`config.mk`:
```
export PLATFORM = sky130hd
export DESIGN_NAME = fsp_pipe
export DESIGN_NICKNAME = d
export VERILOG_FILES = /design/src/fsp_pkg.sv /design/src/fsp_regfile.sv /design/src/fsp_pipe.sv
export VERILOG_INCLUDE_DIRS = /design/src /design/src/src
export SDC_FILE = /design/constraint.sdc
export NUM_CORES = 2
export LEC_CHECK = 0
export BUFFER_PORTS_ARGS = -buffer_cell sky130_fd_sc_hd__buf_2
export CAP_MARGIN = 10
export CORE_MARGIN = 1.5
export CORE_UTILIZATION = 29
export CTS_BUF_LIST = sky130_fd_sc_hd__clkbuf_4 sky130_fd_sc_hd__clkbuf_8 sky130_fd_sc_hd__clkbuf_16
export DETAILED_ROUTE_END_ITERATION = 16
export PLACE_DENSITY_LB_ADDON = 0.08
export SYNTH_ARGS = -nofsm -noshare
export SYNTH_HDL_FRONTEND = slang
export SYNTH_SLANG_ARGS = --single-unit
export TNS_END_PERCENT = 50
```
`constraint.sdc`:
```
create_clock -name clk -period 10.6 [get_ports clk]
set_input_delay 1.06 -clock clk [delete_from_list [all_inputs] [get_ports clk]]
set_output_delay 1.06 -clock clk [all_outputs]
set_load 0.005 [all_outputs]
```
`src/fsp_defs.svh`:
```
// Constants for the five-stage pipeline control block.
// Assumes inclusion by bare name from files under src/.
`ifndef FSP_DEFS_SVH
`define FSP_DEFS_SVH
// ==========================================
// Instruction fields
`define FSP_OPC_MSB 31
`define FSP_OPC_LSB 26
`define FSP_RX_MSB 25
`define FSP_RX_LSB 21
`define FSP_RB_MSB 20
`define FSP_RB_LSB 16
`define FSP_RT_MSB 15
`define FSP_RT_LSB 11
`define FSP_SUB_MSB 10
`define FSP_SUB_LSB 8
`define FSP_DISP_MSB 7
`define FSP_DISP_LSB 0
// ==========================================
// Reset values and sizes
`define FSP_PC_RESET 32'h00000000
`define FSP_PSW_RESET 32'h00000000
`define FSP_ADDR_STEP 32'h00000004
`define FSP_NOP_INSTR 32'h00000000
`define FSP_FILL_WORDS 3'h4
`endif

```
`src/fsp_pkg.sv`:
```
// Types shared by the pipeline control block.
// Assumes the defs header sits beside it.
package fsp_pkg;
   // ==========================================
   // Operation classes decoded from the opcode
   typedef enum logic [2:0] {
      FSP_OP_NOP = 3'h0,
      FSP_OP_ALU = 3'h1,
      FSP_OP_SHIFT = 3'h2,
      FSP_OP_LOAD = 3'h3,
      FSP_OP_STORE = 3'h4,
      FSP_OP_BRANCH = 3'h5,
      FSP_OP_SYSW = 3'h6,
      FSP_OP_SYSR = 3'h7
   } fsp_op_t;
   // Fetch sequencer states
   typedef enum logic [1:0] {
      FSP_F_RUN = 2'h0,
      FSP_F_FILL = 2'h1,
      FSP_F_MEM = 2'h2
   } fsp_fstate_t;
endpackage

```
`src/fsp_regfile.sv`:
```
// General register file: 32 words, two reads and two writes per cycle.
// Assumes the write ports never collide unless port L should win.
module fsp_regfile (
   input wire logic clk, // Processor clock
   input wire logic reset_n, // Asynchronous reset, active low
   input wire logic [4:0] rd_x_addr, // Read port X address
   input wire logic [4:0] rd_b_addr, // Read port B address
   output logic [31:0] rd_x_data, // Read port X data
   output logic [31:0] rd_b_data, // Read port B data
   input wire logic wa_en, // Result write enable
   input wire logic [4:0] wa_addr, // Result write address
   input wire logic [31:0] wa_data, // Result write data
   input wire logic wl_en, // Load write enable
   input wire logic [4:0] wl_addr, // Load write address
   input wire logic [31:0] wl_data // Load write data
);
   logic [31:0] regs [32];
   logic [31:0] next_regs [32];
   // ==========================================
   // Two reads, two distinct addresses possible
   always_comb begin
      rd_x_data = regs[rd_x_addr];
      rd_b_data = regs[rd_b_addr];
   end
   // Per-entry write select; load port wins a same-address tie
   for (genvar i = 0; i < 32; i++) begin : g_ent
      always_comb begin
         next_regs[i] = regs[i];
         if (wa_en && wa_addr == 5'(i)) begin
            next_regs[i] = wa_data;
         end
         if (wl_en && wl_addr == 5'(i)) begin
            next_regs[i] = wl_data;
         end
      end
      always_ff @(posedge clk or negedge reset_n) begin
         if (!reset_n) begin
            regs[i] <= 32'h00000000;
         end else begin
            regs[i] <= next_regs[i];
         end
      end
   end
endmodule

```
`src/fsp_pipe.sv`:
```
`include "fsp_defs.svh"
// Five-stage pipeline control: address, fetch, decode/read, execute, write.
// Assumes cache, translation buffer and bus interface answer combinationally
// within the cycle; fill and memory data arrive with mem_valid pulses.
module fsp_pipe (
   input wire logic clk, // Processor clock
   input wire logic reset_n, // Asynchronous reset, active low
   input wire logic [31:0] fetched_instr_lines, // Instruction from cache
   input wire logic cache_hit, // Cache tag match
   input wire logic tlb_hit, // Translation buffer hit
   input wire logic prot_ok, // Protection check passed
   input wire logic [31:0] tlb_phys, // Translated address
   input wire logic mem_valid, // Bus unit word ready
   input wire logic [31:0] mem_data, // Bus unit read data
   input wire logic ext_interrupt, // Outside request to empty pipe
   output logic [31:0] virt_addr_bus, // Address to translation unit
   output logic virt_is_data, // High when bus carries data address
   output logic [31:0] phys_addr_bus, // Address to bus unit
   output logic mem_req, // Bus unit read or write start
   output logic mem_write, // Bus unit direction
   output logic [31:0] mem_wdata, // Store data
   output logic fill_active, // Line fill in progress
   output logic [1:0] fill_word, // Word of line being filled
   output logic tag_we, // Cache tag write strobe
   output logic [31:0] tag_addr, // Tag from address latch
   output logic fetch_irq, // Fetch interrupt recorded
   output logic irq_ack, // Interrupt acknowledge in write slot
   output logic [31:0] pc, // Program counter
   output logic [31:0] result_bus, // Write-stage result
   output logic [31:0] processor_status_word // Status word
);
   // ==========================================
   // Stage state
   logic [31:0] instruction_register, next_ir, next_pc;
   logic v_if, v_dr, v_e, v_w, next_v_if, next_v_dr, next_v_e, next_v_w;
   logic f_flt, d_flt, e_flt, w_flt;
   fsp_pkg::fsp_op_t d_op, w_op;
   logic [4:0] d_rt, w_rt;
   logic [7:0] d_disp;
   logic [31:0] operand_x_pipe_reg, operand_b_pipe_reg, w_res;
   logic [31:0] space_register, control_register;
   fsp_pkg::fsp_fstate_t fstate, next_fstate;
   logic [2:0] fill_cnt, next_fill_cnt;
   logic [31:0] phys_addr_latch, next_pal;
   logic freeze, fetch_hit, fetch_fault;
   logic [31:0] rx_data, rb_data, bus_x, bus_b, exe_res;
   logic taken, exe_ok, w_load;
   // Operand register fields of the instruction now in execute
   logic [4:0] e_rx, e_rb;
   function automatic logic [4:0] instruction_e_rx();
      return e_rx;
   endfunction
   function automatic logic [4:0] instruction_e_rb();
      return e_rb;
   endfunction
   // ==========================================
   // Fetch classification, fault ranks above miss
   always_comb begin
      fetch_fault = v_if && !(tlb_hit && prot_ok);
      fetch_hit = v_if && tlb_hit && prot_ok && cache_hit;
      freeze = (fstate != fsp_pkg::FSP_F_RUN)
         || (v_if && !fetch_fault && !cache_hit)
         || (v_e && d_op == fsp_pkg::FSP_OP_LOAD && fstate == fsp_pkg::FSP_F_RUN);
   end
   // ==========================================
   // Execute datapath with bypass from write stage
   // The bypass stands in for the delayed register write, so a result
   // produced one instruction earlier is seen without a stall
   always_comb begin
      bus_x = (v_w && !w_flt && w_rt == e_rx) ? w_res : operand_x_pipe_reg;
      bus_b = (v_w && !w_flt && w_rt == e_rb) ? w_res : operand_b_pipe_reg;
      unique case (d_op)
         fsp_pkg::FSP_OP_ALU: exe_res = bus_x + bus_b;
         fsp_pkg::FSP_OP_SHIFT: exe_res = (bus_x >> bus_b[4:0]) & ~(32'hFFFFFFFF << d_disp[4:0]);
         fsp_pkg::FSP_OP_SYSR: exe_res = d_disp[0] ? control_register : space_register;
         fsp_pkg::FSP_OP_BRANCH: exe_res = pc;
         default: exe_res = bus_b;
      endcase
      taken = v_e && !e_flt && d_op == fsp_pkg::FSP_OP_BRANCH && bus_x == bus_b;
      exe_ok = v_e && !e_flt && !freeze;
   end
   // ==========================================
   // Register file
   // Read ports follow the decode register, so operands settle in decode
   fsp_regfile u_rf (
      .clk(clk),
      .reset_n(reset_n),
      .rd_x_addr(instruction_register[`FSP_RX_MSB:`FSP_RX_LSB]),
      .rd_b_addr(instruction_register[`FSP_RB_MSB:`FSP_RB_LSB]),
      .rd_x_data(rx_data),
      .rd_b_data(rb_data),
      .wa_en(v_w && !w_flt && !freeze && (w_op == fsp_pkg::FSP_OP_ALU
         || w_op == fsp_pkg::FSP_OP_SHIFT || w_op == fsp_pkg::FSP_OP_SYSR)),
      .wa_addr(w_rt),
      .wa_data(w_res),
      .wl_en(w_load),
      .wl_addr(w_rt),
      .wl_data(mem_data)
   );
   assign w_load = fstate == fsp_pkg::FSP_F_MEM && mem_valid && !mem_write;
   // ==========================================
   // Next pipeline state; all stages move together unless frozen
   always_comb begin
      next_pc = pc;
      next_ir = instruction_register;
      next_v_if = v_if;
      next_v_dr = v_dr;
      next_v_e = v_e;
      next_v_w = v_w;
      next_fstate = fstate;
      next_fill_cnt = fill_cnt;
      next_pal = phys_addr_latch;
      if (!freeze) begin
         next_pc = taken ? pc + {{24{d_disp[7]}}, d_disp} : pc + `FSP_ADDR_STEP;
         next_v_if = 1'b1;
         next_v_dr = v_if && !taken;
         next_v_e = v_dr && !taken;
         next_v_w = v_e;
         if (fetch_hit || fetch_fault) begin
            next_ir = fetch_fault ? `FSP_NOP_INSTR : fetched_instr_lines;
         end
         if (ext_interrupt) begin
            next_v_dr = 1'b0;
            next_v_e = 1'b0;
         end
      end
      unique case (fstate)
         fsp_pkg::FSP_F_RUN: begin
            if (v_if && !fetch_fault && !cache_hit) begin
               next_fstate = fsp_pkg::FSP_F_FILL;
               next_fill_cnt = 3'h0;
               next_pal = tlb_phys;
            end else if (v_e && !e_flt && (d_op == fsp_pkg::FSP_OP_LOAD
               || d_op == fsp_pkg::FSP_OP_STORE)) begin
               next_fstate = fsp_pkg::FSP_F_MEM;
               next_pal = tlb_phys;
            end
         end
         fsp_pkg::FSP_F_FILL: begin
            if (mem_valid) begin
               next_fill_cnt = fill_cnt + 3'h1;
               if (fill_cnt + 3'h1 == `FSP_FILL_WORDS) begin
                  next_fstate = fsp_pkg::FSP_F_RUN;
                  next_ir = mem_data;
               end
            end
         end
         fsp_pkg::FSP_F_MEM: begin
            if (mem_valid) begin
               next_fstate = fsp_pkg::FSP_F_RUN;
            end
         end
         default: next_fstate = fsp_pkg::FSP_F_RUN;
      endcase
   end
   // ==========================================
   // Pipeline registers
   always_ff @(posedge clk or negedge reset_n) begin
      if (!reset_n) begin
         pc <= `FSP_PC_RESET;
         instruction_register <= `FSP_NOP_INSTR;
         v_if <= 1'b0;
         v_dr <= 1'b0;
         v_e <= 1'b0;
         v_w <= 1'b0;
         f_flt <= 1'b0;
         d_flt <= 1'b0;
         e_flt <= 1'b0;
         w_flt <= 1'b0;
         d_op <= fsp_pkg::FSP_OP_NOP;
         w_op <= fsp_pkg::FSP_OP_NOP;
         d_rt <= 5'h00;
         w_rt <= 5'h00;
         d_disp <= 8'h00;
         e_rx <= 5'h00;
         e_rb <= 5'h00;
         operand_x_pipe_reg <= 32'h00000000;
         operand_b_pipe_reg <= 32'h00000000;
         w_res <= 32'h00000000;
         fstate <= fsp_pkg::FSP_F_RUN;
         fill_cnt <= 3'h0;
         phys_addr_latch <= 32'h00000000;
      end else begin
         pc <= next_pc;
         instruction_register <= next_ir;
         v_if <= next_v_if;
         v_dr <= next_v_dr;
         v_e <= next_v_e;
         v_w <= next_v_w;
         fstate <= next_fstate;
         fill_cnt <= next_fill_cnt;
         phys_addr_latch <= next_pal;
         if (!freeze) begin
            f_flt <= fetch_fault;
            d_flt <= f_flt;
            e_flt <= d_flt;
            w_flt <= e_flt;
            d_op <= fsp_pkg::fsp_op_t'(instruction_register[`FSP_OPC_LSB+2:`FSP_OPC_LSB]);
            d_rt <= instruction_register[`FSP_RT_MSB:`FSP_RT_LSB];
            d_disp <= instruction_register[`FSP_DISP_MSB:`FSP_DISP_LSB];
            e_rx <= instruction_register[`FSP_RX_MSB:`FSP_RX_LSB];
            e_rb <= instruction_register[`FSP_RB_MSB:`FSP_RB_LSB];
            operand_x_pipe_reg <= rx_data;
            operand_b_pipe_reg <= rb_data;
            w_op <= d_op;
            w_rt <= d_rt;
            w_res <= exe_res;
         end
      end
   end
   // ==========================================
   // Side-effect registers written only at end of a clean execute
   always_ff @(posedge clk or negedge reset_n) begin
      if (!reset_n) begin
         space_register <= 32'h00000000;
         control_register <= 32'h00000000;
         processor_status_word <= `FSP_PSW_RESET;
      end else if (exe_ok && !ext_interrupt && d_op == fsp_pkg::FSP_OP_SYSW) begin
         unique case (d_disp[1:0])
            2'h0: space_register <= bus_b;
            2'h1: control_register <= bus_b;
            default: processor_status_word <= bus_b;
         endcase
      end
   end
   // ==========================================
   // Registered outputs toward memory units, plus interrupt and result ports
   always_ff @(posedge clk or negedge reset_n) begin
      if (!reset_n) begin
         virt_addr_bus <= 32'h00000000;
         virt_is_data <= 1'b0;
         phys_addr_bus <= 32'h00000000;
         mem_req <= 1'b0;
         mem_write <= 1'b0;
         mem_wdata <= 32'h00000000;
         fill_active <= 1'b0;
         fill_word <= 2'h0;
         tag_we <= 1'b0;
         tag_addr <= 32'h00000000;
         fetch_irq <= 1'b0;
         irq_ack <= 1'b0;
         result_bus <= 32'h00000000;
      end else begin
         virt_is_data <= v_e && (d_op == fsp_pkg::FSP_OP_LOAD || d_op == fsp_pkg::FSP_OP_STORE);
         virt_addr_bus <= (v_e && (d_op == fsp_pkg::FSP_OP_LOAD
            || d_op == fsp_pkg::FSP_OP_STORE)) ? bus_x + {24'h000000, d_disp} : next_pc;
         phys_addr_bus <= next_pal;
         mem_req <= next_fstate != fsp_pkg::FSP_F_RUN && fstate == fsp_pkg::FSP_F_RUN;
         mem_write <= (fstate == fsp_pkg::FSP_F_RUN) ? (d_op == fsp_pkg::FSP_OP_STORE
            && next_fstate == fsp_pkg::FSP_F_MEM) : mem_write;
         mem_wdata <= bus_b;
         fill_active <= next_fstate == fsp_pkg::FSP_F_FILL;
         fill_word <= next_fill_cnt[1:0];
         tag_we <= fstate == fsp_pkg::FSP_F_FILL && next_fstate == fsp_pkg::FSP_F_RUN;
         tag_addr <= phys_addr_latch;
         fetch_irq <= !freeze && fetch_fault;
         irq_ack <= !freeze && v_e && e_flt;
         result_bus <= w_res;
      end
   end
   // A fetch fault loads an idle word, so the faulting slot carries no
   // side effects into execute and only the acknowledge reaches write
endmodule

```
# After elaboration in Yosys (flattened, before gate mapping)
# Index checks and enable logic that the tools add are counted.
# word_totals
reg_bits	1494
word_cells	389
# classes
add_sub_neg	5
magnitude_cmp	2
eq_ne	52
shift	2
n_mux	96
n_bitwise	5
reduce_logical	157
# op_table
op	count
two-way mux 32 bit	82
binary-select mux 32 bit (select 5 bit)	2
case mux 32 bit (4 select lines)	1
logical AND 1 bit	96
equality test 5 bit (second input constant)	16
nonzero test 2 bit	36
adder 32 bit	2
equality test 5 x 4 -> 1 bit (second input constant)	8
adder 32 x 3 -> 32 bit (second input constant)	1
adder 32 x 8 -> 32 bit	1
AND 32 bit	1
equality test 32 bit	1
inverter 32 bit	1
<< shifter 32 x 5 -> 32 bit (first input constant)	1
>> shifter 32 x 5 -> 32 bit	1
equality test 5 x 3 -> 1 bit (second input constant)	4
equality test 3 bit (second input constant)	6
>= comparator 6 bit (second input constant)	2
inverter 5 -> 6 bit	2
equality test 5 x 2 -> 1 bit (second input constant)	2
equality test 5 bit	2
two-way mux 2 bit	5
equality test 3 x 2 -> 1 bit (second input constant)	3
zero test 1 bit	9
other kinds (17)	34

# Logic depth before layout (Yosys ltp)
# depth
ltp_word	14
mapped_depth	23
mapped_depth_nobuf	19

# Cells and area by module
# A second synthesis with hierarchy kept.
# hier_totals
hier_cells	9797
area_unflattened_um2	90046.4
# by_module_without_submodules
mod	instances	cells_each	area_each_um2	seq_area_each_um2
fsp_regfile	1	7014	64700.8	25624.6
fsp_pipe	1	2783	25345.6	11611.1

# Worst setup path before layout
# OpenSTA, ideal clock, no wires.
# synth_path
kind	register -> register
startpoint	register w_rt[2]
endpoint	register w_res[16]
t_arrival_ns	4.840
required_ns	10.468
path_slack_ns	5.628
stages_incl_launch_ff	24
n_path_buf	5
synth_period_minus_slack_ns	4.972
path_cell_list	dfrtp_1 > buf_2 > xnor2_1 > and4_1 > buf_2 > nand2_4 > buf_4 > buf_2 > buf_2 > mux2_2 > ha_1 > fa_1 > a21o_1 > a21oi_1 > o21bai_1 > a21o_1 > o211ai_1 > a2111oi_2 > o21ai_1 > nand2b_1 > a311oi_1 > xnor2_1 > a2111oi_0 > nor2_1
# synth_between
elab_chain_cells	6
elab_cells_between_ends	10
classes_between	add/sub (1); eq/ne (2); shift (1); mux (3); bitwise (1); reduce/logical (2)
# synth_lines
item	line_no	source
start, declared	fsp_pipe.sv:38	logic [4:0] d_rt, w_rt;
start signal, assigned	fsp_pipe.sv:206	w_rt <= d_rt;
branches (longest 5 deep; another with adder 32 bit)	-	
case mux 32 bit (4 select lines) (*)	fsp_pipe.sv:72	unique case (d_op)
end signal, assigned	fsp_pipe.sv:207	w_res <= exe_res;
end, declared	fsp_pipe.sv:40	logic [31:0] operand_x_pipe_reg, operand_b_pipe_reg, w_res;
# Mark *: on every way between the ends.
# A chain may end at the register's enable or synchronous reset.

# Worst setup path after layout
# layout_path
startpoint	register w_rt[0]
endpoint	register w_res[26]
# The elaborated chain is that of the path after synthesis.

==> results list <==
* Post-synthesis cell area: ~0.09 mm^2
- Remaining global-route overflow: 0
- On the final layout, the worst clock skew is between 40 and 50 ps.
- The first routing iteration left about 5900 violations.
- The number of setup buffers added after CTS is 0.
- After detailed placement, the total cell area comes to approximately 0.094 mm^2.
- The initialized floorplan defines between 200 and 250 standard-cell rows.
* Register bank with the most flops: u_rf.regs
- Critical Path Fanout Max: 29
- Critical path cell sequence: xor2_1, nor4_4, nand2_4, mux2i_4, inv_2, buf_4, ha_1, fa_1, a21o_1, a21oi_1, o21bai_1, a21o_1, o211ai_1, a2111oi_2, o21ai_1, a211oi_2, a31o_2, nor2_1, xnor2_1, a221o_1
- In this run the power density over the cells is approximately 270 mW/mm^2.
* Number of ports placed on the die boundary: about 340
- Counting the buffers created by CTS gives between 150 and 200.
* Buffer cell driving the clock tree root: sky130_fd_sc_hd__clkbuf_16
- TritonCTS built the clock tree.
* Most used cell along the critical path: sky130_fd_sc_hd__a21o_1
- In the synthesized netlist the async set-or-reset flop fraction comes to 1.000.
* Cell count after synthesis: 8471
* Number of flops mapped to enable cells by yosys: 0
- The startpoint identified for the worst register-to-register timing path is w_rt[0].
- By count the netlist is led by sky130_fd_sc_hd__dfrtp_1, sky130_fd_sc_hd__mux2i_1, sky130_fd_sc_hd__nand2_1, sky130_fd_sc_hd__nor2_1, sky130_fd_sc_hd__clkbuf_1.
- Number of cells traversed by the worst register-to-register path: 20
- Clock-pin slew of the registers on the worst-case setup and hold paths: about 60 ps
* Tot GR Track Use: 0.2610
* Critical path endpoint category: register
* Slew Limit Headroom: 0.1812
* Vias in the first global route: 69790
* Overall power of the completed layout: ~0.027 W
* Number of buffers and inverters on the critical path: 2
- In the final routed layout, each cell accounts on average for between 30 and 40 um.
- Critical Path Max Stage Delay: 910 ps
* Dominant cells by area after synthesis: sky130_fd_sc_hd__dfrtp_1, sky130_fd_sc_hd__mux2i_1, sky130_fd_sc_hd__mux4_2
- Count of distinct cell types in the synthesized netlist: 90
- DRC viols: 0
* Fill cell count: 30890
* Internal portion of total power: 0.01551 W
- P_sw: 0.01198 W
- Detailed placement ended at an HPWL of 252000 um.
- The register with the most flip-flops in the layout has ~1000 of them.
* Sw Share: 0.4357
- Number of routed nets with antenna violations: 0
- After synthesis the netlist holds a flip-flop and latch count of roughly 1500.
- The run finished with clean final reports.
- For this run, the leading register cell type out of synthesis is sky130_fd_sc_hd__dfrtp_1.
- Deepest clock path buffer count: 4
- Share of the synthesized area in the top cell type: 0.4197
- Highest achievable clock rate: about 0.15 GHz
* Startpoint Class: register
- RSZ-0062 raised after global routing: no
- Via density per instance: roughly 5.5
- Class of the most critical setup path: reg -> reg
- At the end of routability-driven placement, the weighted congestion stood at approximately 0.9.
* Flop-to-flop setup slack: 3710 ps
* Count of port buffers added during placement: roughly 330
* Path type of the worst min-delay path: in -> async
* YS warnings: 0
* Pin count of the biggest net entering global routing: about 140
* Vertical die dimension: 556.1 um
* Required time reported for the critical path endpoint: 11350 ps
* Antenna violations before repair: 42
* Crit-path leading delay family: compound AO/OA/AOI/OAI gates
- Gates resized during post-CTS repair numbered 0.
- Routed wire length: between 400000 and 500000 um
- The final count of pins violating max slew is 0.
- Of the total power, the clock network draws 0.248.
- The endpoint identified for the worst register-to-register timing path is w_res[26].
- Max-cap violations in this run came to 0.
- CTS saw roughly 1500 sinks.
- Die footprint: between 0.3 and 0.4 mm^2
- The share of total power dissipated in combinational logic is 0.464.
* Area of the placeable core: between 0.3 and 0.4 mm^2
- Number of failing hold endpoints at the final stage: 0
- The H-tree was split into 4 levels.
- After routing, the total negative slack on setup checks comes to 0 ps.
- Averaged over all synthesized cells, the footprint is between 10 and 15 um^2.
- Of the cells placed in the final design, the portion with a size suffix greater than 1 is 0.1958.
* Global-route wire length before repair: approximately 570000 um
* Width of the die: between 500 and 600 um
* Most instantiated library cell after synthesis: sky130_fd_sc_hd__dfrtp_1
- At the pin with the least slew margin, the transition time is ~1200 ps.
- Setup violations remaining at the end of the flow were counted as 0.
* Sequential share of power: 0.289
- For this run, the register share of the synthesized area comes to 0.4197.
* Post-route cell area: about 0.10 mm^2
- In this run, post-CTS hold repair placed 0 buffers.
* Post-layout net count: 8483
- The slowest stage of the critical path is the sky130_fd_sc_hd__mux2i_4 cell.
- Data on the critical path arrives at its endpoint at about 7600 ps.
- Area added between synthesis and finish: 13.65%
- When the netlist entered floorplanning its net count stood at 8650.
* Count of vias placed by the detailed router: just under 70000
- Across the VDD grid, the largest voltage drop is around 0.16 mV.
- Clk_lat worst skew: 890 ps
- Crit path time final: 6887 ps
* Cell type contributing the most total cell area after synthesis: sky130_fd_sc_hd__dfrtp_1
- For this configuration, the core starts out at a cell density of 0.2923.
- Final period utilization: 0.6497
- Static power due to leakage: ~45 nW
* Pre-Repair DR Iteration Count: 5
==> area by class of cell <==
cell class                 instances  area, um^2  share of cell area
multi-input combinational       5998       48360              0.4796
clock buffer                     285        5832             0.05784
antenna                            5       12.51           0.0001241
timing repair buffer             527        3336             0.03308
tap                             4080        5105             0.05063
sequential                      1488       37280              0.3697
clock inverter                    48       549.3            0.005447
inverter                          97       364.1            0.003611
==> power by group through the flow <==
stage	Clock (W)	Sequential, W	Combinational (W)
after floorplan	0	0.00728	0.00835
after global placement	0	0.00799	0.0126
after detailed placement	0	0.00801	0.0127
after CTS	0.00698	0.00792	0.0127
after global routing	0.00717	0.00806	0.0136
final	0.00681	0.00793	0.0127
==> layer usage <==
| layer | routed length (um) | track usage | vias up |
|---|---|---|---|
| li1 | - | - | 30270 |
| met1 | 178100 | 0.3479 | 36270 |
| met2 | 193000 | 0.4277 | 2288 |
| met3 | 22000 | 0.03884 | 637 |
| met4 | 16290 | 0.09569 | 30 |
| met5 | 188 | 0 | - |
==> worst max-delay path by stage <==
stage | from | end | slack [ps] | cells after the start
4_1_cts | w_rt[0] | w_res[16] | 3690 | 20
2_1_floorplan | w_rt[2] | w_res[16] | 5630 | 23
3_3_place_gp | w_rt[0] | w_res[26] | 3640 | 20
3_5_place_dp | w_rt[0] | w_res[26] | 3680 | 20
6_report | w_rt[0] | w_res[26] | 3710 | 20
5_1_grt | w_rt[2] | w_res[16] | 3270 | 20
==> kinds of logic after synthesis <==
| family | Yosys count | share of synthesized area |
|---|---|---|
| multiplexers | 2064 | 0.3160 |
| AND/OR/NAND/NOR | 1992 | 0.09199 |
| XOR/XNOR | 88 | 0.008899 |
| AO/OA/AOI/OAI | 1778 | 0.1102 |
| flip-flops | 1488 | 0.4197 |
| buffers and inverters | 985 | 0.04224 |
| adder cells (fa/ha/maj) | 76 | 0.01097 |
==> cells in the final DEF (no fill, tap or decap), types with 20 or more instances in the layout <==
cell type and n:
sky130_fd_sc_hd__a211oi_1 28, sky130_fd_sc_hd__a21o_1 49, sky130_fd_sc_hd__a21oi_1 714, sky130_fd_sc_hd__a221oi_1 31, sky130_fd_sc_hd__a31oi_1 34, sky130_fd_sc_hd__and3_1 29
sky130_fd_sc_hd__buf_2 328, sky130_fd_sc_hd__buf_4 183, sky130_fd_sc_hd__clkbuf_16 194, sky130_fd_sc_hd__clkbuf_4 44, sky130_fd_sc_hd__clkbuf_8 47, sky130_fd_sc_hd__clkinv_2 28
sky130_fd_sc_hd__dfrtp_1 1472, sky130_fd_sc_hd__ha_1 73, sky130_fd_sc_hd__inv_1 90, sky130_fd_sc_hd__mux2_2 81, sky130_fd_sc_hd__mux2i_1 1396, sky130_fd_sc_hd__mux4_2 576
sky130_fd_sc_hd__nand2_1 895, sky130_fd_sc_hd__nand2_4 36, sky130_fd_sc_hd__nand2b_1 22, sky130_fd_sc_hd__nand3_1 60, sky130_fd_sc_hd__nand4_1 24, sky130_fd_sc_hd__nor2_1 734
sky130_fd_sc_hd__nor2_4 33, sky130_fd_sc_hd__nor2b_1 20, sky130_fd_sc_hd__nor3_1 49, sky130_fd_sc_hd__nor4_1 20, sky130_fd_sc_hd__o21ai_0 736, sky130_fd_sc_hd__o22ai_1 49
sky130_fd_sc_hd__xnor2_1 66, sky130_fd_sc_hd__xor2_1 20
==> stage by stage <==
step | utilization | setup WS, ps | hold WS [ps] | cells
CTS | 0.3321 | 3694 | 197.1 | 12520
floorplan | - | 5628 | 351.9 | 8471
global placement | 0.3111 | 3642 | 373.9 | 12190
finish | 0.3322 | 3713 | 182.4 | 12530
global route | 0.3322 | 3268 | 221.4 | 12520
detailed placement | 0.3111 | 3677 | 377.7 | 12190
(Power assumes the default switching activity.)
